$ cat src/verilog/cmf_pkg.sv
/*
  Shared constants and types for the cell monitor command frame decoder:
  frame initialization byte layout, request types, register addresses and
  frame sizes. Assumes a byte-wide link already deframed from the UART.
*/
package cmf_pkg;
  // frame initialization byte layout
  typedef struct packed {
    logic frame_kind_bit;
    logic [2:0] req_type;
    logic addr_size;
    logic [2:0] data_size;
  } cmf_init_s;

  localparam logic [2:0] REQ_SINGLE_RESP = 3'h0;
  localparam logic [2:0] REQ_SINGLE_NORESP = 3'h1;
  localparam logic ADDR_SIZE_8 = 1'h0;
  localparam logic FRAME_CMD = 1'h1;
  localparam logic FRAME_RESP = 1'h0;
  // a data size field of 7 stands for eight bytes
  localparam logic [2:0] DSZ_MAX_CODE = 3'h7;
  localparam logic [3:0] DSZ_MAX_BYTES = 4'h8;
  localparam logic [2:0] DSZ_CHAN = 3'h5;
  localparam logic [2:0] DSZ_CHAN_AVG = 3'h6;
  localparam int BUF_DEPTH = 8;

  // register addresses
  localparam logic [7:0] ADDR_COMMAND = 8'h02;
  localparam logic [7:0] ADDR_CHAN_B3 = 8'h03;
  localparam logic [7:0] ADDR_CHAN_B2 = 8'h04;
  localparam logic [7:0] ADDR_CHAN_B1 = 8'h05;
  localparam logic [7:0] ADDR_CHAN_B0 = 8'h06;
  localparam logic [7:0] ADDR_AVERAGING = 8'h07;
  localparam logic [7:0] ADDR_NODE = 8'h0A;

  // data byte positions inside a sampling command
  localparam int POS_CMD = 0;
  localparam int POS_CHAN = 1;
  localparam int POS_AVG = 5;

  localparam logic [31:0] CHAN_RESET = 32'h0000_0000;
  localparam logic [7:0] AVG_RESET = 8'h00;
  localparam logic [7:0] CMD_RESET = 8'h00;

  // crc defaults: register preset and generator
  localparam logic [15:0] CRC_INIT = 16'h0000;
  localparam logic [15:0] CRC_POLY = 16'h8005;
  localparam logic [15:0] CRC_GOOD = 16'h0000;
endpackage : cmf_pkg

$ cat src/verilog/cmf_crc.sv
/*
  Byte-serial CRC-16, most significant bit first.
  Assumes the caller clears it at frame start and feeds one byte per strobe.
*/
`timescale 1ns/1ns
module cmf_crc #(
  parameter logic [15:0] POLY = cmf_pkg::CRC_POLY,
  parameter logic [15:0] INIT = cmf_pkg::CRC_INIT
) (
  input wire logic clk_sys,
  input wire logic rst_b,
  input wire logic ce,
  input wire logic clear,
  input wire logic en,
  input wire logic [7:0] data,
  output logic [15:0] crc_r
);
  import cmf_pkg::*;
  logic [15:0] crc_nxt;

  always_comb begin
    logic [15:0] c;
    c = crc_r;
    for (int i = 7; i >= 0; i--) begin
      c = (c[15] ^ data[i]) ? ({c[14:0], 1'b0} ^ POLY) : {c[14:0], 1'b0};
    end
    if (clear) begin
      crc_nxt = INIT;
    end else if (en) begin
      crc_nxt = c;
    end else begin
      crc_nxt = crc_r;
    end
  end

  always_ff @(posedge clk_sys or negedge rst_b) begin
    if (!rst_b) begin
      crc_r <= INIT;
    end else if (ce) begin
      crc_r <= crc_nxt;
    end
  end
endmodule : cmf_crc

$ cat src/verilog/cmf_decoder.sv
/*
  Command frame decoder and response builder for one monitor on the
  daisy-chained link. Takes command bytes one at a time, checks the frame,
  updates the sampling registers and sends the response frame.
  Assumes bytes arrive already deframed and synchronous to clk_sys, and an
  outside converter returns one 16-bit result per selected channel.
*/
`timescale 1ns/1ns
module cmf_decoder #(
  parameter logic [7:0] NODE_RESET = 8'h00
) (
  input wire logic clk_sys,
  input wire logic rst_b,
  input wire logic ce,
  input wire logic [7:0] rx_byte,
  input wire logic rx_valid,
  output logic rx_ready_r,
  output logic [7:0] tx_byte_r,
  output logic tx_valid_r,
  input wire logic tx_ready,
  output logic sample_start_r,
  input wire logic [15:0] res_word,
  input wire logic res_valid,
  output logic res_ready_r,
  output logic [7:0] command_r,
  output logic [31:0] channel_select_r,
  output logic [7:0] averaging_config_r,
  output logic [7:0] node_address_r,
  output logic crc_error_r
);
  import cmf_pkg::*;

  typedef enum logic [3:0] {
    ST_INIT, ST_DEV, ST_ADDR_HI, ST_ADDR, ST_DATA, ST_CRC_H, ST_CRC_L, ST_EXEC,
    ST_TX_INIT, ST_TX_DATA, ST_TX_CRC_H, ST_TX_CRC_L
  } cmf_state_e;

  cmf_state_e state_r, state_nxt;
  cmf_init_s init_r, init_nxt;
  logic [7:0] dev_r, dev_nxt, addr_r, addr_nxt;
  logic [7:0] buf_r [BUF_DEPTH];
  logic [7:0] buf_nxt [BUF_DEPTH];
  logic [3:0] cnt_r, cnt_nxt, need_r, need_nxt;
  logic [8:0] left_r, left_nxt;
  logic sample_mode_r, sample_mode_nxt, lo_half_r, lo_half_nxt;
  logic [15:0] res_r, res_nxt;
  logic rx_ready_nxt, tx_valid_nxt, sample_start_nxt, res_ready_nxt, crc_error_nxt;
  logic [7:0] tx_byte_nxt, command_nxt, averaging_nxt, node_nxt;
  logic [31:0] channel_nxt;
  logic [15:0] rx_crc, tx_crc;
  logic rx_take, tx_take, rx_crc_clr, tx_crc_clr, tx_crc_en;

  assign rx_take = rx_valid && rx_ready_r;
  assign tx_take = tx_valid_r && tx_ready;

  // every received byte, including the CRC pair, runs through the checker
  cmf_crc u_rx_crc (
    .clk_sys(clk_sys), .rst_b(rst_b), .ce(ce), .clear(rx_crc_clr),
    .en(rx_take), .data(rx_byte), .crc_r(rx_crc)
  );
  cmf_crc u_tx_crc (
    .clk_sys(clk_sys), .rst_b(rst_b), .ce(ce), .clear(tx_crc_clr),
    .en(tx_crc_en), .data(tx_byte_r), .crc_r(tx_crc)
  );

  function automatic logic [7:0] read_byte(input logic [7:0] a, input logic [7:0] cmd,
      input logic [31:0] ch, input logic [7:0] av, input logic [7:0] nd);
    unique case (a)
      ADDR_COMMAND: read_byte = cmd;
      ADDR_CHAN_B3: read_byte = ch[31:24];
      ADDR_CHAN_B2: read_byte = ch[23:16];
      ADDR_CHAN_B1: read_byte = ch[15:8];
      ADDR_CHAN_B0: read_byte = ch[7:0];
      ADDR_AVERAGING: read_byte = av;
      ADDR_NODE: read_byte = nd;
      default: read_byte = 8'h00;
    endcase
  endfunction

  always_comb begin
    logic [7:0] wa;
    logic [6:0] nsel;
    state_nxt = state_r;
    init_nxt = init_r;
    dev_nxt = dev_r;
    addr_nxt = addr_r;
    buf_nxt = buf_r;
    cnt_nxt = cnt_r;
    need_nxt = need_r;
    left_nxt = left_r;
    sample_mode_nxt = sample_mode_r;
    lo_half_nxt = lo_half_r;
    res_nxt = res_r;
    rx_ready_nxt = rx_ready_r;
    tx_valid_nxt = tx_valid_r;
    tx_byte_nxt = tx_byte_r;
    sample_start_nxt = 1'b0;
    res_ready_nxt = res_ready_r;
    crc_error_nxt = 1'b0;
    command_nxt = command_r;
    channel_nxt = channel_select_r;
    averaging_nxt = averaging_config_r;
    node_nxt = node_address_r;
    rx_crc_clr = 1'b0;
    tx_crc_clr = 1'b0;
    tx_crc_en = 1'b0;
    wa = 8'h00;
    nsel = 7'h00;
    for (int i = 0; i < 32; i++) begin
      nsel = nsel + 7'(channel_select_r[i]);
    end
    unique case (state_r)
      ST_INIT: begin
        rx_ready_nxt = 1'b1;
        if (rx_take) begin
          init_nxt = cmf_init_s'(rx_byte);
          need_nxt = (rx_byte[2:0] == DSZ_MAX_CODE) ? DSZ_MAX_BYTES : {1'b0, rx_byte[2:0]};
          cnt_nxt = 4'h0;
          state_nxt = ST_DEV;
        end
      end
      ST_DEV: if (rx_take) begin
        dev_nxt = rx_byte;
        state_nxt = (init_r.addr_size == ADDR_SIZE_8) ? ST_ADDR : ST_ADDR_HI;
      end
      // wide addresses keep only the low byte; no register sits above 0xFF
      ST_ADDR_HI: if (rx_take) state_nxt = ST_ADDR;
      ST_ADDR: if (rx_take) begin
        addr_nxt = rx_byte;
        state_nxt = (need_r == 4'h0) ? ST_CRC_H : ST_DATA;
      end
      ST_DATA: if (rx_take) begin
        buf_nxt[cnt_r[2:0]] = rx_byte;
        cnt_nxt = cnt_r + 4'h1;
        if (cnt_r + 4'h1 == need_r) state_nxt = ST_CRC_H;
      end
      ST_CRC_H: if (rx_take) state_nxt = ST_CRC_L;
      ST_CRC_L: if (rx_take) begin
        rx_ready_nxt = 1'b0;
        state_nxt = ST_EXEC;
      end
      ST_EXEC: begin
        state_nxt = ST_INIT;
        rx_crc_clr = 1'b1;
        if (rx_crc != CRC_GOOD) begin
          crc_error_nxt = 1'b1;
        end else if (init_r.frame_kind_bit == FRAME_CMD && dev_r == node_address_r) begin
          if (init_r.req_type == REQ_SINGLE_NORESP) begin
            for (int i = 0; i < BUF_DEPTH; i++) begin
              wa = addr_r + 8'(i);
              if (4'(i) < need_r) begin
                unique case (wa)
                  ADDR_COMMAND: command_nxt = buf_r[i];
                  ADDR_CHAN_B3: channel_nxt[31:24] = buf_r[i];
                  ADDR_CHAN_B2: channel_nxt[23:16] = buf_r[i];
                  ADDR_CHAN_B1: channel_nxt[15:8] = buf_r[i];
                  ADDR_CHAN_B0: channel_nxt[7:0] = buf_r[i];
                  ADDR_AVERAGING: averaging_nxt = buf_r[i];
                  ADDR_NODE: node_nxt = buf_r[i];
                  default: ;
                endcase
              end
            end
          end else if (init_r.req_type == REQ_SINGLE_RESP) begin
            tx_crc_clr = 1'b1;
            state_nxt = ST_TX_INIT;
            if (addr_r == ADDR_COMMAND) begin
              sample_mode_nxt = 1'b1;
              if (need_r != 4'h0) command_nxt = buf_r[POS_CMD];
              // shorter frames keep the stored selection and averaging
              if (need_r >= {1'b0, DSZ_CHAN}) begin
                channel_nxt = {buf_r[POS_CHAN], buf_r[POS_CHAN + 1],
                               buf_r[POS_CHAN + 2], buf_r[POS_CHAN + 3]};
              end
              if (need_r >= {1'b0, DSZ_CHAN_AVG}) averaging_nxt = buf_r[POS_AVG];
              sample_start_nxt = 1'b1;
            end else begin
              sample_mode_nxt = 1'b0;
              left_nxt = {1'b0, buf_r[0]} + 9'h001;
            end
          end
        end
      end
      ST_TX_INIT: begin
        // selection is final here, so the sample count is taken now
        if (!tx_valid_r) begin
          if (sample_mode_r) left_nxt = {1'b0, nsel, 1'b0};
          tx_byte_nxt = {FRAME_RESP, 7'(left_nxt - 9'h001)};
          tx_valid_nxt = 1'b1;
          lo_half_nxt = 1'b0;
        end else if (tx_take) begin
          tx_valid_nxt = 1'b0;
          tx_crc_en = 1'b1;
          state_nxt = (left_r == 9'h000) ? ST_TX_CRC_H : ST_TX_DATA;
        end
      end
      ST_TX_DATA: begin
        if (!tx_valid_r) begin
          if (!sample_mode_r) begin
            tx_byte_nxt = read_byte(addr_r, command_r, channel_select_r,
                                    averaging_config_r, node_address_r);
            tx_valid_nxt = 1'b1;
          end else if (lo_half_r) begin
            tx_byte_nxt = res_r[7:0];
            tx_valid_nxt = 1'b1;
          end else begin
            // result handshake stalls the reply until the converter delivers
            res_ready_nxt = !(res_valid && res_ready_r);
            if (res_valid && res_ready_r) begin
              res_nxt = res_word;
              tx_byte_nxt = res_word[15:8];
              tx_valid_nxt = 1'b1;
            end
          end
        end else if (tx_take) begin
          tx_valid_nxt = 1'b0;
          tx_crc_en = 1'b1;
          addr_nxt = addr_r + 8'h01;
          lo_half_nxt = !lo_half_r;
          left_nxt = left_r - 9'h001;
          if (left_r == 9'h001) state_nxt = ST_TX_CRC_H;
        end
      end
      ST_TX_CRC_H: begin
        if (!tx_valid_r) begin
          tx_byte_nxt = tx_crc[15:8];
          tx_valid_nxt = 1'b1;
        end else if (tx_take) begin
          tx_valid_nxt = 1'b0;
          state_nxt = ST_TX_CRC_L;
        end
      end
      ST_TX_CRC_L: begin
        if (!tx_valid_r) begin
          tx_byte_nxt = tx_crc[7:0];
          tx_valid_nxt = 1'b1;
        end else if (tx_take) begin
          tx_valid_nxt = 1'b0;
          rx_ready_nxt = 1'b1;
          state_nxt = ST_INIT;
        end
      end
      default: state_nxt = ST_INIT;
    endcase
  end

  always_ff @(posedge clk_sys or negedge rst_b) begin
    if (!rst_b) begin
      state_r <= ST_INIT;
      init_r <= '0;
      dev_r <= 8'h00;
      addr_r <= 8'h00;
      for (int i = 0; i < BUF_DEPTH; i++) buf_r[i] <= 8'h00;
      cnt_r <= 4'h0;
      need_r <= 4'h0;
      left_r <= 9'h000;
      sample_mode_r <= 1'b0;
      lo_half_r <= 1'b0;
      res_r <= 16'h0000;
      rx_ready_r <= 1'b0;
      tx_valid_r <= 1'b0;
      tx_byte_r <= 8'h00;
      sample_start_r <= 1'b0;
      res_ready_r <= 1'b0;
      crc_error_r <= 1'b0;
      command_r <= CMD_RESET;
      channel_select_r <= CHAN_RESET;
      averaging_config_r <= AVG_RESET;
      node_address_r <= NODE_RESET;
    end else if (ce) begin
      state_r <= state_nxt;
      init_r <= init_nxt;
      dev_r <= dev_nxt;
      addr_r <= addr_nxt;
      buf_r <= buf_nxt;
      cnt_r <= cnt_nxt;
      need_r <= need_nxt;
      left_r <= left_nxt;
      sample_mode_r <= sample_mode_nxt;
      lo_half_r <= lo_half_nxt;
      res_r <= res_nxt;
      rx_ready_r <= rx_ready_nxt;
      tx_valid_r <= tx_valid_nxt;
      tx_byte_r <= tx_byte_nxt;
      sample_start_r <= sample_start_nxt;
      res_ready_r <= res_ready_nxt;
      crc_error_r <= crc_error_nxt;
      command_r <= command_nxt;
      channel_select_r <= channel_nxt;
      averaging_config_r <= averaging_nxt;
      node_address_r <= node_nxt;
    end
  end
endmodule : cmf_decoder

$ cat config.mk
export PLATFORM = sky130hd
export DESIGN_NAME = cmf_decoder
export DESIGN_NICKNAME = d
export VERILOG_FILES = /design/src/verilog/cmf_pkg.sv /design/src/verilog/cmf_crc.sv /design/src/verilog/cmf_decoder.sv
export SDC_FILE = /design/constraint.sdc
export NUM_CORES = 1
export LEC_CHECK = 0
export BUFFER_PORTS_ARGS = -buffer_cell sky130_fd_sc_hd__buf_2
export CAP_MARGIN = 15
export CORE_MARGIN = 5
export CORE_UTILIZATION = 45
export CTS_CLUSTER_DIAMETER = 80
export DETAILED_ROUTE_END_ITERATION = 10
export GPL_ROUTABILITY_DRIVEN = 0
export PLACE_DENSITY = 0.66
export SLEW_MARGIN = 20
export SYNTH_ARGS = -nofsm -noshare
export SYNTH_HDL_FRONTEND = slang
export SYNTH_SLANG_ARGS = --single-unit
$ cat constraint.sdc
create_clock -name clk_sys -period 5.3 [get_ports clk_sys]
set_clock_uncertainty 0.2 [all_clocks]
set_input_delay 1.06 -clock clk_sys [delete_from_list [all_inputs] [get_ports clk_sys]]
set_output_delay 1.06 -clock clk_sys [all_outputs]
set_load 0.005 [all_outputs]
## After elaboration in Yosys (flattened, before gate mapping)

Index checks and enable logic that the tools add are counted.

| storage, ports and cells | value |
|---|---|
| register bits after elaboration | 217 |
| latch bits | 0 |
| bits in writable memories | 0 |
| bits in read-only memories | 0 |
| input bits | 30 |
| output and inout port bits | 69 |
| memories | 0 |

| operators by class | value |
|---|---|
| add/sub/neg operators | 42 |
| multiply operators | 0 |
| div/mod/pow operators | 0 |
| order comparisons | 12 |
| equality and inequality tests | 99 |
| shifts and indexed selects | 0 |
| muxes and demuxes | 237 |
| bitwise gates (word level) | 37 |
| reduce and logical (&&, ||, !) cells | 49 |

Operator list:

| kind | number |
|---|---|
| $mux 8 | 119 |
| $mux 32 | 20 |
| $mux 16 | 20 |
| $eq 8x3->1 const B | 32 |
| $add 7x1->7 | 25 |
| $eq 8x2->1 const B | 16 |
| $mux 9 | 11 |
| $mux 4 | 24 |
| $bwmux 64 | 1 |
| $eq 8x4->1 const B | 8 |
| $pmux 8 s7 | 1 |
| $ne 2x2->1 const B | 26 |
| $not 3->3 | 16 |
| $pmux 4 s12 | 1 |
| $add 8x3->8 const B | 4 |
| $pmux 8 s4 | 1 |
| $mux 1 | 31 |
| $reduce_and 7->1 | 4 |
| $pmux 9 s3 | 1 |
| $reduce_and 5->1 | 5 |
| $demux 8 s3 | 1 |
| $reduce_bool 2->1 | 11 |
| $reduce_and 18->1 | 1 |
| $add 8x2->8 const B | 2 |
| other kinds (50) | 95 |

## Longest topological paths before layout

| logic depth | value |
|---|---|
| word-level depth | 37 |
| mapped depth | 19 |
| mapped depth without buffers | 19 |

## Modules after synthesis

Synthesis repeated with hierarchy kept, for this count alone.

| unflattened totals | value |
|---|---|
| cells, all modules | 2,094 |
| area, all modules | 18,026.0 um^2 |

Modules (own cells, without submodules):

| module | instances | cells an instance | area each (um^2) | seq. area each (um^2) |
|---|---|---|---|---|
| cmf_decoder | 1 | 1,920 | 16,211.8 | 4,629.4 |
| cmf_crc | 2 | 87 | 907.1 | 400.4 |

## Least setup slack after synthesis

No wires, ideal clock.

| path | value |
|---|---|
| kind | register -> register |
| from | register channel_select_r[17] |
| to | register tx_byte_r[6] |
| arrival | 5,099 ps |
| data required time | 4,967 ps |
| path slack | -132 ps |
| stages on the path, launching flop included | 19 |
| buffers on the path | 0 |
| clock period less this slack | 5,432 ps |
| cells stage by stage | dfrtp_1 -> fa_1 -> inv_1 -> fa_1 -> fa_1 -> fa_1 -> fa_1 -> fa_1 -> inv_1 -> ha_1 -> fa_1 -> a21o_1 -> a21oi_1 -> xnor2_1 -> mux2i_1 -> nand3_1 -> xnor2_1 -> o22ai_1 -> o21ai_0 |

| on the way | value |
|---|---|
| word-level cells in the longest chain between the ends | 21 |

Ends and longest elaborated chain:

| what | line | source |
|---|---|---|
| start: declaration | cmf_decoder.sv:26 | `output logic [31:0] channel_select_r,` |
| start signal: assignment | cmf_decoder.sv:289 | `channel_select_r <= channel_nxt;` |
| $add 7x1->7 (15 in a row) | cmf_decoder.sv:110 | `nsel = nsel + 7'(channel_select_r[i]);` |
| $mux 9 | cmf_decoder.sv:187 | `if (sample_mode_r) left_nxt = {1'b0, nsel, 1'b0};` |
| $mux 9 | cmf_decoder.sv:186 | `if (!tx_valid_r) begin` |
| $mux 9 | cmf_decoder.sv:112 | `unique case (state_r)` |
| $sub 7x1->7 | cmf_decoder.sv:188 | `tx_byte_nxt = {FRAME_RESP, 7'(left_nxt - 9'h001)};` |
| $mux 8 | cmf_decoder.sv:186 |  |
| $pmux 8 s4 | cmf_decoder.sv:112 |  |
| end signal: assignment | cmf_decoder.sv:284 | `tx_byte_r <= tx_byte_nxt;` |
| end: declaration | cmf_decoder.sv:18 | `output logic [7:0] tx_byte_r,` |

No other way between the ends. The select of a mux whose other input is x is not followed.
A chain may end at the register's enable or synchronous reset.

## Final worst setup path

| path | value |
|---|---|
| from | register channel_select_r[3] |
| to | register tx_byte_r[6] |

| on the way | value |
|---|---|
| word-level cells in the longest chain between the ends | 35 |

Ends and longest elaborated chain:

| what | line |
|---|---|
| $add 3x1->4 | cmf_decoder.sv:110 |
| $add 4x1->5 | cmf_decoder.sv:110 |
| $add 5x1->6 | cmf_decoder.sv:110 |
| $add 6x1->7 | cmf_decoder.sv:110 |
| $add 7x1->7 (25 in a row) | cmf_decoder.sv:110 |
| $mux 9 | cmf_decoder.sv:187 |
| $mux 9 | cmf_decoder.sv:186 |
| $mux 9 | cmf_decoder.sv:112 |
| $sub 7x1->7 | cmf_decoder.sv:188 |
| $mux 8 | cmf_decoder.sv:186 |
| $pmux 8 s4 | cmf_decoder.sv:112 |

No other way between the ends. The select of a mux whose other input is x is not followed.

==> flow_summary.json <==
{
  "violations": "setup timing",
  "drv_cap": 0,
  "synthFlopType": "dfrtp_1",
  "rsz0062_at_grt": "true",
  "grt_pass1_vias": 17500,
  "hp-class": "in2async",
  "yosys.area.top_type": "dfrtp_1",
  "synthCells": 2130,
  "avgRoutedWirePerCell_um": 28.3,
  "vias": 18400,
  "synthSimpleGateAreaFrac_pct": 19.8,
  "switching_power_uw": 3280,
  "io_buffers": 98,
  "dp.final_hpwl_mm": 53.1,
  "ant_nets": 0,
  "initial_utilization_pct": 45.3,
  "cp_slowest_stage_delay_ns": 0.59,
  "viasPerCell": 6.89,
  "status": "finished, violations left",
  "setup.worst_path.class": "reg2reg",
  "synthAdderAreaFrac_pct": 4.42,
  "crit_top_cell": "fa_1",
  "yosysMostFrequentCell": "nand2_1",
  "hold_viol_final": 0,
  "cts_buffers": 25,
  "drtIter0Drc": 3242,
  "syn_avg_cell_area_um2": 8.43,
  "end_kind": "flop",
  "cts_tree": "done",
  "path_clk_slew_ns": 0.06,
  "tightest_slew_ns": 1.07,
  "synth_commonest_cells": "nand2_1 (234), dfrtp_1 (217), nor2_1 (170)",
  "synth.area.top_cells": "dfrtp_1 (30%), mux2_2 (7.5%), nand2_1 (4.9%), mux2i_1 (4.0%), o21ai_0 (3.9%)",
  "internal-power_uw": 4150,
  "ys_types": 99,
  "fin_ws_ns": -0.178,
  "synth_xor_area_share_pct": 4.24,
  "rows": 73,
  "slew-limit-headroom_pct": 28.5,
  "slowest_stage": "fa_1",
  "dp_slack_ns": -0.245,
  "p_leak_uw": 0.00854,
  "setup_viol": 5,
  "totalWireLength_mm": 75.7,
  "antenna_found_initial": 4,
  "crit_family": "adder cells",
  "sw_frac_of_total_pct": 44.1,
  "cp.depth": 18,
  "layout.nets": 2205,
  "ff_latch_area_um2": 5430,
  "synth_top_area_share_pct": 30.2,
  "gr-total-overflow": 0,
  "design_area_um2": 19800,
  "synth_edf_count": 0,
  "clkLatencyLatePin_ns": 0.57,
  "core_um2": 39600,
  "synth_seq_cells": 217,
  "synth_top_family_by_area": "compound AO/OA/AOI/OAI gates",
  "timing.rr.start": "channel_select_r[3]",
  "ios": 99,
  "ir_drop_uv": 348,
  "die_x_um": 210,
  "dr.pass1.iters": 9,
  "postSynth.asyncResetShare_pct": 100,
  "placed_area_um2": 18800,
  "syn_nets": 2209,
  "layout_min_cycle_time_ns": 5.48,
  "fmax_mhz": 183,
  "worst-path-buf-inv": 2,
  "final-max-slew-violation-count": 0,
  "cts_root_buffer": "clkbuf_16",
  "ys_warn_count": 0,
  "die_area_um2": 44000,
  "yosysSeqAreaShare_pct": 30.2,
  "multi_input_area_um2": 11500,
  "p_comb_share_pct": 40.2,
  "crit_required_ns": 5.52,
  "startpoint": "channel_select_r[3]",
  "sequentialPowerShare_pct": 33.6,
  "final_core_util_pct": 49.9,
  "min_period_over_period_pct": 103,
  "grt_pass1_wl_mm": 111,
  "track_usage_pct": 32.9,
  "drc": 0,
  "worst-r2r-cell-count": 18,
  "worstPathMaxFanout": 2,
  "p_total_uw": 7430,
  "syn_area_um2": 18000,
  "fp.dieH_um": 210,
  "clock_sinks": 217,
  "synth-compound-area-share_pct": 23.5,
  "muxShareOfSynthArea_pct": 11.6,
  "clk_path_buf_depth": 3,
  "hold_buffers": 0,
  "cp_data_arrival_time_ns": 5.69,
  "grt_start_max_net_pins": 105,
  "startpoint_type": "flop",
  "cp_cell_sequence": "inv_2 -> fa_1 -> fa_1 -> fa_1 -> fa_1 -> fa_1 -> fa_1 -> inv_2 -> ha_4 -> fa_2 -> a21o_1 -> a21oi_2 -> xnor2_1 -> mux2i_1 -> nand3_1 -> xnor2_1 -> o22ai_1 -> o21ai_1",
  "htreeDepth": 1,
  "syn2layout_area_growth_pct": 10.1,
  "p_per_area_nw_per_um2": 376,
  "pwr-share-clk_pct": 26.2,
  "drive_gt1_share_pct": 18.9,
  "fillers": 3742
}
[final cells by class]
| class | count | area share [%] |
|---|---|---|
| diodes | 2 | 0.0253 |
| clock inverters | 13 | 1.08 |
| repair buffers | 168 | 5.29 |
| multi-input cells | 1653 | 58.1 |
| clock buffers | 33 | 3.57 |
| flip-flops and latches | 217 | 27.5 |
| inverters | 61 | 1.16 |
| well taps | 525 | 3.32 |
[path summary, 6_finish.rpt]
check | slack, ns | to
min in group clk_sys | 0.30 | res_r[4]
max reg2reg | -0.18 | tx_byte_r[6]
max in group asynchronous | 3.63 | buf_r[54]
max | -0.18 | tx_byte_r[6]
min reg2reg | 0.30 | res_r[4]
min | 0.26 | u_tx_crc.crc_r[4]
[worst reg2reg max path, stage by stage, from the launching register on]
cell and delay, ns:
dfrtp_1 0.36, inv_2 0.06, fa_1 0.59, fa_1 0.45
fa_1 0.48, fa_1 0.58, fa_1 0.46, fa_1 0.51
inv_2 0.05, ha_4 0.16, fa_2 0.35, a21o_1 0.19
a21oi_2 0.15, xnor2_1 0.07, mux2i_1 0.18, nand3_1 0.12
xnor2_1 0.14, o22ai_1 0.16, o21ai_1 0.07
[metrics by stage]
step	hold slack [ns]	TNS, ns	cells
after floorplan	0.264	0	2130
after global placement	0.282	-0.412	2621
after detailed placement	0.288	-1.10	2621
after CTS	0.277	-0.704	2668
after global routing	0.317	-1.58	2670
final	0.264	-0.567	2672
[state kept, by name, indices dropped and copies added (netlist names), 9 cells and up]
register / count
u_rx_crc.crc_r: 16
buf_r: 64
u_tx_crc.crc_r: 16
left_r: 9
channel_select_r: 32
[layout by cell type (no fill, tap or decap), drive strengths merged, types with 33 or more instances in the layout]
master | Yosys | routed
nor2 | 173 | 173
mux2 | 120 | 120
a21oi | 77 | 77
o31ai | 38 | 38
nor3 | 54 | 54
a31oi | 47 | 47
dfrtp | 217 | 217
clkbuf | 132 | 33
nand2 | 238 | 238
o21ai | 157 | 157
o211ai | 44 | 44
nand3 | 63 | 63
buf | 67 | 168
mux2i | 72 | 72
a211oi | 40 | 40
inv | 61 | 62
o22ai | 33 | 33
xnor2 | 67 | 67
[repair_timing]
action	in CTS	in global routing
pin swaps	5	12
gates resized for setup	9	12
endpoints found under the hold margin	0	0
setup endpoints to repair	8	10
setup buffers	1	2
[cell families (layout without fill, tap and decap cells)]
group	after synthesis	count (layout)
compound gates	620	620
xor+xnor	87	87
fa+ha+maj	49	49
buf+inv	260	275
flops	217	217
mux	192	192
other cells	0	2
simple gates	705	705
[power by group through the flow]
stage	sequential, uW	combinational (uW)	clock (uW)
finish	2500	2990	1940
global route	2490	3170	2020
CTS	2440	2870	1960
detailed placement	2470	2850	0
global placement	2460	2800	0
floorplan	2080	2320	0
[metal layers]
metal	part of all wire (%)	vias to the layer above	global-route usage, %
met5	0.017	-	0
met4	8.4	2	19.6
met3	15	465	11.2
met2	41	1433	47.8
met1	36	8690	42.3
li1	-	7809	-
No activity file was read; power rests on OpenSTA's default activity.
